### config.mk
export PLATFORM = sky130hd
export DESIGN_NAME = sac_adc_ctrl
export DESIGN_NICKNAME = d
export VERILOG_FILES = /design/src/hw/sac_pkg.sv /design/src/hw/sac_sync2.sv /design/src/hw/sac_adc_ctrl.sv
export SDC_FILE = /design/constraint.sdc
export NUM_CORES = 1
export LEC_CHECK = 0
export ABC_AREA = 1
export ABC_CLOCK_PERIOD_IN_PS = 6380
export BUFFER_PORTS_ARGS = -buffer_cell sky130_fd_sc_hd__buf_2
export CAP_MARGIN = 20
export CELL_PAD_IN_SITES_DETAIL_PLACEMENT = 0
export CELL_PAD_IN_SITES_GLOBAL_PLACEMENT = 1
export CORE_AREA = 2 2 95 133
export DETAILED_ROUTE_END_ITERATION = 10
export DIE_AREA = 0 0 97 135
export PLACE_DENSITY = 0.76
export SLEW_MARGIN = 20
export SYNTH_ARGS = -nofsm -noshare
export SYNTH_HDL_FRONTEND = slang
export SYNTH_SLANG_ARGS = --single-unit
### constraint.sdc
create_clock -name i_clk -period 6.38 [get_ports i_clk]
set_clock_uncertainty 0.1 [all_clocks]
set_input_delay 0.957 -clock i_clk [delete_from_list [all_inputs] [get_ports i_clk]]
set_output_delay 0.957 -clock i_clk [all_outputs]
set_load 0.03 [all_outputs]
### src/hw/sac_pkg.sv
package sac_pkg;

  // cpu addresses of the two registers
  localparam logic [15:0] SAC_MODE_ADDR   = 16'hff80;
  localparam logic [15:0] SAC_RESULT_ADDR = 16'hff81;

  // mode register reset value and field positions
  localparam logic [7:0] SAC_MODE_RST = 8'h01;
  localparam int unsigned SAC_RUN_POS = 7;
  localparam int unsigned SAC_TRIG_POS = 6;
  localparam int unsigned SAC_TSEL_HI_POS = 5;
  localparam int unsigned SAC_TSEL_LO_POS = 4;
  localparam int unsigned SAC_CH_MSB  = 3;
  localparam int unsigned SAC_CH_LSB  = 1;
  localparam int unsigned SAC_HSPEED_POS = 0;

  // time-select codes {time hi, time lo, high speed}
  localparam logic [2:0] SAC_TS_001 = 3'h1;
  localparam logic [2:0] SAC_TS_011 = 3'h3;
  localparam logic [2:0] SAC_TS_100 = 3'h4;
  localparam logic [2:0] SAC_TS_101 = 3'h5;

  // conversion lengths in oscillator periods, {undivided, divided}
  localparam logic [7:0] SAC_P_001_UNDIV = 8'h50;  // 80
  localparam logic [7:0] SAC_P_001_DIV   = 8'ha0;  // 160
  localparam logic [7:0] SAC_P_011_UNDIV = 8'h28;  // 40
  localparam logic [7:0] SAC_P_011_DIV   = 8'h50;  // 80
  localparam logic [7:0] SAC_P_100_UNDIV = 8'h32;  // 50
  localparam logic [7:0] SAC_P_100_DIV   = 8'h64;  // 100
  localparam logic [7:0] SAC_P_101_UNDIV = 8'h64;  // 100
  localparam logic [7:0] SAC_P_101_DIV   = 8'hc8;  // 200

  // a conversion is 2 sample steps plus 8 compare steps
  localparam logic [7:0] SAC_STEPS_TOTAL  = 8'h0a;
  localparam logic [7:0] SAC_SAMPLE_STEPS = 8'h02;
  localparam logic [2:0] SAC_MSB_IDX      = 3'h7;
  // clock cycles per oscillator period (i_clk stands in for the oscillator)
  localparam logic [7:0] SAC_CLKS_PER_FX  = 8'h01;

  typedef enum logic [1:0] {
    SAC_IDLE,
    SAC_ARMED,
    SAC_SAMPLE,
    SAC_CONVERT
  } sac_state_t;

  // cpu access request
  typedef struct packed {
    logic        rd;
    logic        wr;
    logic        bit_wr;
    logic [2:0]  bit_sel;
    logic        bit_val;
    logic [15:0] addr;
    logic [7:0]  wdata;
  } sac_cpu_req_t;

  // drive toward sample-hold, ladder tap and channel mux
  typedef struct packed {
    logic       hold;
    logic [2:0] channel;
    logic [7:0] tap_code;
  } sac_analog_t;

  // cycles of one step (a tenth of the conversion) for a code and clock setting
  function automatic logic [7:0] sac_step_cycles(input logic [2:0] code, input logic undiv);
    logic [7:0] periods;
    periods = SAC_P_101_DIV;
    case (code)
      SAC_TS_001: periods = undiv ? SAC_P_001_UNDIV : SAC_P_001_DIV;
      SAC_TS_011: periods = undiv ? SAC_P_011_UNDIV : SAC_P_011_DIV;
      SAC_TS_100: periods = undiv ? SAC_P_100_UNDIV : SAC_P_100_DIV;
      SAC_TS_101: periods = undiv ? SAC_P_101_UNDIV : SAC_P_101_DIV;
      default:    periods = SAC_P_101_DIV;
    endcase
    sac_step_cycles = 8'((16'(periods) * 16'(SAC_CLKS_PER_FX)) / 16'(SAC_STEPS_TOTAL));
  endfunction

endpackage

### src/hw/sac_sync2.sv
`timescale 1ns/1ps

// two-flop level synchroniser for one pin
module sac_sync2 (
  // clock and reset
  input  wire logic i_clk,
  input  wire logic i_arst_n,
  // pin level in, synchronised level out
  input  wire logic i_async,
  output logic      o_sync
);

  logic meta_r;

  // first flop feeds only the second
  always_ff @(posedge i_clk or negedge i_arst_n)
  begin
    if (!i_arst_n)
    begin
      meta_r <= 1'b0;
      o_sync <= 1'b0;
    end
    else
    begin
      meta_r <= i_async;
      o_sync <= meta_r;
    end
  end

endmodule

### src/hw/sac_adc_ctrl.sv
`timescale 1ns/1ps

module sac_adc_ctrl (
  // clock and reset
  input  wire logic                  i_clk,
  input  wire logic                  i_arst_n,
  // cpu register port
  input  wire sac_pkg::sac_cpu_req_t i_cpu,
  output logic [7:0]                 o_cpu_rdata,
  // clock divider setting, analog pin selection (same clock domain)
  input  wire logic                  i_main_clock_div_select,
  input  wire logic [7:0]            i_analog_pin_select,
  // pins: comparator result and external trigger
  input  wire logic                  i_comparator,
  input  wire logic                  i_ext_trigger_input,
  // analog side
  output sac_pkg::sac_analog_t       o_analog,
  // digital port enables, completion pulse, result value
  output logic [7:0]                 o_port_digital_en,
  output logic                       o_conversion_done_irq,
  output logic [7:0]                 o_conversion_result
);
  import sac_pkg::*;

  // controller state except the result register
  typedef struct packed {
    sac_state_t state;
    logic [7:0] mode;
    logic [7:0] approx;
    logic [2:0] bit_idx;
    logic [7:0] step_cnt;
    logic [7:0] sample_cnt;
    logic       done;
    logic       trig_prev;
    logic [7:0] rdata;
  } sac_ctrl_t;

  sac_ctrl_t  st_r;
  sac_ctrl_t  st_nxt;
  logic [7:0] result_r;
  logic       comp_sync;
  logic       trig_sync;

  // pin synchronisers
  sac_sync2 u_sync_comp (
    .i_clk    (i_clk),
    .i_arst_n (i_arst_n),
    .i_async  (i_comparator),
    .o_sync   (comp_sync)
  );

  sac_sync2 u_sync_trig (
    .i_clk    (i_clk),
    .i_arst_n (i_arst_n),
    .i_async  (i_ext_trigger_input),
    .o_sync   (trig_sync)
  );

  // decoded mode fields, trigger edge, step end, comparator and write decode
  logic       run_en;
  logic       hw_trigger_select;
  logic [2:0] time_code;
  logic [7:0] step_len;
  logic       trig_edge;
  logic       mode_hit;
  logic       mode_wr;
  logic [7:0] mode_wval;
  logic       cmp_keep;
  logic       step_end;

  // field extraction, step length, trigger edge, step end and comparator
  assign run_en            = st_r.mode[SAC_RUN_POS];
  assign hw_trigger_select = st_r.mode[SAC_TRIG_POS];
  assign time_code         = {st_r.mode[SAC_TSEL_HI_POS], st_r.mode[SAC_TSEL_LO_POS], st_r.mode[SAC_HSPEED_POS]};
  assign step_len          = sac_step_cycles(time_code, i_main_clock_div_select);
  assign trig_edge         = trig_sync & ~st_r.trig_prev;
  assign step_end          = (st_r.step_cnt == (step_len - 8'h01));
  assign cmp_keep          = comp_sync;

  // mode register write decode, byte or single bit
  assign mode_hit = (i_cpu.addr == SAC_MODE_ADDR);
  assign mode_wr  = mode_hit & (i_cpu.wr | i_cpu.bit_wr);
  always_comb
  begin
    mode_wval = st_r.mode;
    if (i_cpu.wr)
      mode_wval = i_cpu.wdata;
    else if (i_cpu.bit_wr)
      mode_wval[i_cpu.bit_sel] = i_cpu.bit_val;
  end

  // next-state logic
  always_comb
  begin
    st_nxt           = st_r;
    st_nxt.done      = 1'b0;
    st_nxt.trig_prev = trig_sync;

    // read data, result readable as a whole byte only
    if (i_cpu.rd)
    begin
      if (i_cpu.addr == SAC_MODE_ADDR)
        st_nxt.rdata = st_r.mode;
      else if (i_cpu.addr == SAC_RESULT_ADDR)
        st_nxt.rdata = result_r;
      else
        st_nxt.rdata = 8'h00;
    end

    case (st_r.state)
      SAC_IDLE:
      begin
        st_nxt.state = SAC_IDLE;
      end
      SAC_ARMED:
      begin
        // one trigger, one conversion
        if (trig_edge)
        begin
          st_nxt.state      = SAC_SAMPLE;
          st_nxt.sample_cnt = 8'h00;
          st_nxt.step_cnt   = 8'h00;
        end
      end
      SAC_SAMPLE:
      begin
        // sample-hold tracks the input for two steps
        if (step_end)
        begin
          st_nxt.step_cnt = 8'h00;
          if (st_r.sample_cnt == (SAC_SAMPLE_STEPS - 8'h01))
          begin
            st_nxt.state   = SAC_CONVERT;
            st_nxt.bit_idx = SAC_MSB_IDX;
            st_nxt.approx  = 8'h00;
          end
          else
            st_nxt.sample_cnt = st_r.sample_cnt + 8'h01;
        end
        else
          st_nxt.step_cnt = st_r.step_cnt + 8'h01;
      end
      SAC_CONVERT:
      begin
        // one compare per step, msb first
        if (step_end)
        begin
          st_nxt.step_cnt             = 8'h00;
          st_nxt.approx[st_r.bit_idx] = cmp_keep;
          if (st_r.bit_idx == 3'h0)
          begin
            st_nxt.done       = 1'b1;
            st_nxt.sample_cnt = 8'h00;
            if (hw_trigger_select)
              st_nxt.state = SAC_ARMED;
            else
              st_nxt.state = SAC_SAMPLE;
          end
          else
            st_nxt.bit_idx = st_r.bit_idx - 3'h1;
        end
        else
          st_nxt.step_cnt = st_r.step_cnt + 8'h01;
      end
      default:
      begin
        st_nxt.state = SAC_IDLE;
      end
    endcase

    // mode write aborts whatever runs and applies the new settings
    if (mode_wr)
    begin
      st_nxt.mode       = mode_wval;
      st_nxt.done       = 1'b0;
      st_nxt.step_cnt   = 8'h00;
      st_nxt.sample_cnt = 8'h00;
      if (!mode_wval[SAC_RUN_POS])
        st_nxt.state = SAC_IDLE;
      else if (mode_wval[SAC_TRIG_POS])
        st_nxt.state = SAC_ARMED;
      else
        st_nxt.state = SAC_SAMPLE;
    end
    else if (!run_en)
      st_nxt.state = SAC_IDLE;
  end

  // state register
  always_ff @(posedge i_clk or negedge i_arst_n)
  begin
    if (!i_arst_n)
    begin
      st_r           <= '0;
      st_r.state     <= SAC_IDLE;
      st_r.mode      <= SAC_MODE_RST;
    end
    else
      st_r <= st_nxt;
  end

  // result register, no reset, loaded only at conversion end
  always_ff @(posedge i_clk)
  begin
    if (st_nxt.done)
      result_r <= st_nxt.approx;
  end

  // analog drive: hold while comparing, trial bit on ladder tap
  always_comb
  begin
    o_analog.hold     = (st_r.state == SAC_CONVERT);
    o_analog.channel  = st_r.mode[SAC_CH_MSB:SAC_CH_LSB];
    o_analog.tap_code = st_r.approx;
    if (st_r.state == SAC_CONVERT)
      o_analog.tap_code[st_r.bit_idx] = 1'b1;
  end

  // outputs
  assign o_port_digital_en     = ~i_analog_pin_select;
  assign o_conversion_done_irq = st_r.done;
  assign o_conversion_result   = result_r;
  assign o_cpu_rdata           = st_r.rdata;

endmodule

Word level (Yosys, flattened, before mapping):

Cells that the tools add are included.

* register bits after elaboration: 59
* bits of input ports: 44
* word-level logic and storage cells: 108

* add/sub/neg operators: 4
* div/mod/pow operators: 1
* order comparisons: 4
* equality and inequality tests: 25
* multiplexer cells: 41
* bitwise gates (word level): 6
* reductions and logical operators: 12

Operators by type and width (count)
* $mux 8: 10
* $pmux 16 s3: 1
* $mux 11: 3
* $eq 16x16->1 const B: 2
* $pmux 8 s4: 1
* $pmux 11 s2: 1
* $mux 2: 10
* $mux 9: 2
* $mux 17: 1
* $add 8x1->8 const B: 2
* $bwmux 8: 2
* $div 8x4->16 const B: 1
* $mux 16: 1
* $mux 7: 2
* $ne 4x4->1 const B: 3
* $reduce_and 5->1: 2
* $ne 3x3->1 const B: 3
* $eq 8x1->1 const B: 1
* $eq 8x8->1: 1
* $lt 3x4->1 const B: 2
* $ne 4x2->1 const B: 2
* $not 8->8: 1
* $or 8x8->8: 1
* $pmux 2 s4: 1
* 24 further kinds: 37

Depth between registers and ports, before layout:

* word-level depth: 10
* mapped depth: 36
* mapped depth without buffers: 36

Modules after synthesis:

From an unflattened synthesis, not the netlist that was laid out.

* cell total of the unflattened synthesis: 532
* area total of the unflattened synthesis: 4041.4 um^2

By module, submodules not included
* sac_adc_ctrl: times used 1, cells each 528, area each 3941.3 um^2, seq. area each 1417.6 um^2
* sac_sync2: times used 2, cells each 2, area each 50.0 um^2, seq. area each 50.0 um^2

Least setup slack after synthesis:

No wires, ideal clock.

* path type: input to register
* from: input i_main_clock_div_select
* to: register result_r[0] (netlist: o_conversion_result[0]), enable pin
* arrival time: 4.573 ns
* setup slack: 1.322 ns
* stages: 25
* path buffers: 0
* cell sequence: inv_1 o21ai_2 o21a_1 ha_1 inv_1 nand2_1 ha_1 a21oi_4 nand2_2 nor2_4 nor2_1 nor2_4 nand3_2 nand2_1 nand4_1 nand2_1 nand2_1 inv_1 ha_1 xnor2_1 a21oi_1 nand4_2 nor2_4 nand4_4 nor3_1

RTL lines
* start: declaration: RTL line sac_adc_ctrl.sv:11 `input wire logic i_main_clock_div_select,`
* end signal: assignment: RTL line sac_adc_ctrl.sv:206 `result_r <= st_nxt.approx;`
* end: declaration: RTL line sac_adc_ctrl.sv:40 `logic [7:0] result_r;`

==> flow_summary.toml <==
[outcome]
outcome = "finished clean"

[floorplan]
die_area_um2 = 13100
rows = 47
io_pins = 81
start_util = 0.346
die_w_um = 97
core_um2 = 11800
die_height_um = 135

[clocking]
cts_hold_buf = 0
postCtsSetupBuffers = 0
clk_pin_slew_worst_paths_ps = 50
numCtsBuffers = 9
ctsHtreeMaxLevel = 3
cts_tree = "done"
cts.sinks = 59
post_cts_resized = 0
clk_path_buf_depth = 2
cts-root-buf = "clkbuf_16"
insertion_delay_ps = 330

[route]
wl_per_cell_um = 13.5
first_iter_violations = 235
drc_errors = 0
drtPass1Iterations = 4
routed_wl_um = 10500
antenna_left = 0
viasPerCell = 5.01
vias = 3918

[setup_path]
cp-end-kind = "register"
cpPeakStageDelay_ps = 600
path_max_fanout = 14
arrival_ps = 5080
critPathKind = "register to register"
crit_slowest_cell = "dfstp_2"
required_ps = 6350
cpMostUsedCell = "nand2_1"
start_kind = "register"

[global_routing]
grt_start_max_net_pins = 52
first_global_vias = 3916
grt_use_total = 0.167
grt_overflow_total = 0
grt_antenna_before_repair = 0
grt_first_pass_wirelength_um = 18100

[synth]
ys_seq_elements = 59
syn_nets = 611
synth-edff-count = 8
synth_top_area_cell = "dfrtp_1"
synth_ff_type = "dfrtp_1"
async_flop_share = 0.864
synth_area_per_cell_um2 = 7.36
ys_types = 42
synth_area_um2 = 4090
synthDominantCellAreaShare = 0.306
synth_area_leaders = "dfrtp_1 31%, nand2_1 12%, inv_1 7.7%"
synth_cells = 556
synth-seq-area-share = 0.371
synth_warnings = 0

[hold_path]
hp-class = "register to register"

[finish]
layout_common_cells = "135 x nand2_1, 84 x inv_1, 80 x buf_2"
antenna_cells = 0
final_common_cell = "nand2_1"
final_nets = 685
synthToLayoutAreaGrowth_pct = 18.4
fin_cells = 782
drive_gt1_frac = 0.220

[sta]
slew_viol_final = 0
tightest_slew_ps = 812
relSlewSlack = 0.458
whs_ps = 250
fin_setup_tns_ps = 0
setup_viol = 0
grt_setup_unrepaired = "false"
timing.final.crit_share = 0.800
fmax_ghz = 0.196
timing_hold_violations_final = 0
fin_crit_ps = 5100

[place]
place.gp.congestion = 0.873
dpl.hpwl_um = 8060
dpl.cell_count = 766
io_buffers = 80

[power_and_ir_drop]
power.density_nw_per_um2 = 182
vdd_drop_max_v = 0.0000961
p_leak_nw = 2.40

[flow_run]
drv_cap = 0
## critical path: cells and delay by family, from the launching register on
family	cells	cell delay [ps]
AO/OA/AOI/OAI	5	900
XOR/XNOR	1	120
adder cells (fa/ha/maj)	3	810
buffers and inverters	3	220
flip-flops	1	600
AND/OR/NAND/NOR	16	2060
## Yosys cell counts, drive strengths merged (9+ instances only)
cell,count
nand3,51
nor3,19
nand4,26
a21oi,17
inv,86
buf,14
nand2,151
o21ai,27
dfrtp,50
o22ai,10
ha,11
a31oi,9
nor2,37
## kinds of logic after synthesis
group                    Yosys count  synth area share
buffers and inverters            109             0.112
AO/OA/AOI/OAI                     76             0.115
AND/OR/NAND/NOR                  290             0.345
adder cells (fa/ha/maj)           11            0.0336
flip-flops                        59             0.371
XOR/XNOR                          11            0.0236
## state kept, by name, indices dropped and copies added, names as in the netlist
| name | flops |
|---|---|
| st_r | 33 |
| o_conversion_result | 8 |
| o_cpu_rdata | 8 |
| o_analog | 3 |
| hw_trigger_select | 1 |
| o_conversion_done_irq | 1 |
| run_en | 1 |
| u_sync_comp.meta_r | 1 |
| u_sync_comp.o_sync | 1 |
| u_sync_trig.meta_r | 1 |
| u_sync_trig.o_sync | 1 |
## power breakdown
part	internal [mW]	switching [mW]
logic	0.0207	0.0399
clock network	0.260	0.173
registers	0.386	0.00323
total	0.667	0.216
## final timing paths
check	start	endpoint	slack, ps	cells after the start
max reg2reg	st_r[37]$_DFFE_PN1P_	o_conversion_result[2]$_DFFE_PP_	1280	28
min in group asynchronous	i_arst_n	u_sync_comp.meta_r$_DFF_PN0_	640	2
max	st_r[37]$_DFFE_PN1P_	o_conversion_result[2]$_DFFE_PP_	1280	28
max in group asynchronous	i_arst_n	st_r[16]$_DFFE_PN0P_	5060	2
min reg2reg	u_sync_trig.meta_r$_DFF_PN0_	u_sync_trig.o_sync$_DFF_PN0_	250	0
min	u_sync_trig.meta_r$_DFF_PN0_	u_sync_trig.o_sync$_DFF_PN0_	250	0
## layout make-up
cell class / count / area, um^2
Timing Repair Buffer: 85 / 438
Clock inverter: 5 / 30.0
Clock buffer: 11 / 233
Sequential cell: 59 / 1520
Tap cell: 147 / 184
Inverter: 87 / 327
Fill cell: 1266 / 6980
Multi-Input combinational cell: 388 / 2110
## stage by stage
step,area (um^2),setup WS [ps],power [mW],utilization
floorplan,4090,1320,0.431,-
global placement,4580,1160,0.456,0.388
detailed placement,4580,1010,0.457,0.388
CTS,4840,1270,0.896,0.410
global route,4840,806,0.919,0.410
finish,4840,1280,0.883,0.410
## routing by layer
layer,vias to the layer above,track usage,share of wire
met4,0,0.0767,0.028
li1,1983,-,-
met5,-,0,0
met1,1835,0.193,0.43
met3,24,0.0321,0.032
met2,76,0.300,0.51
Power figures use the tool's default switching activity.
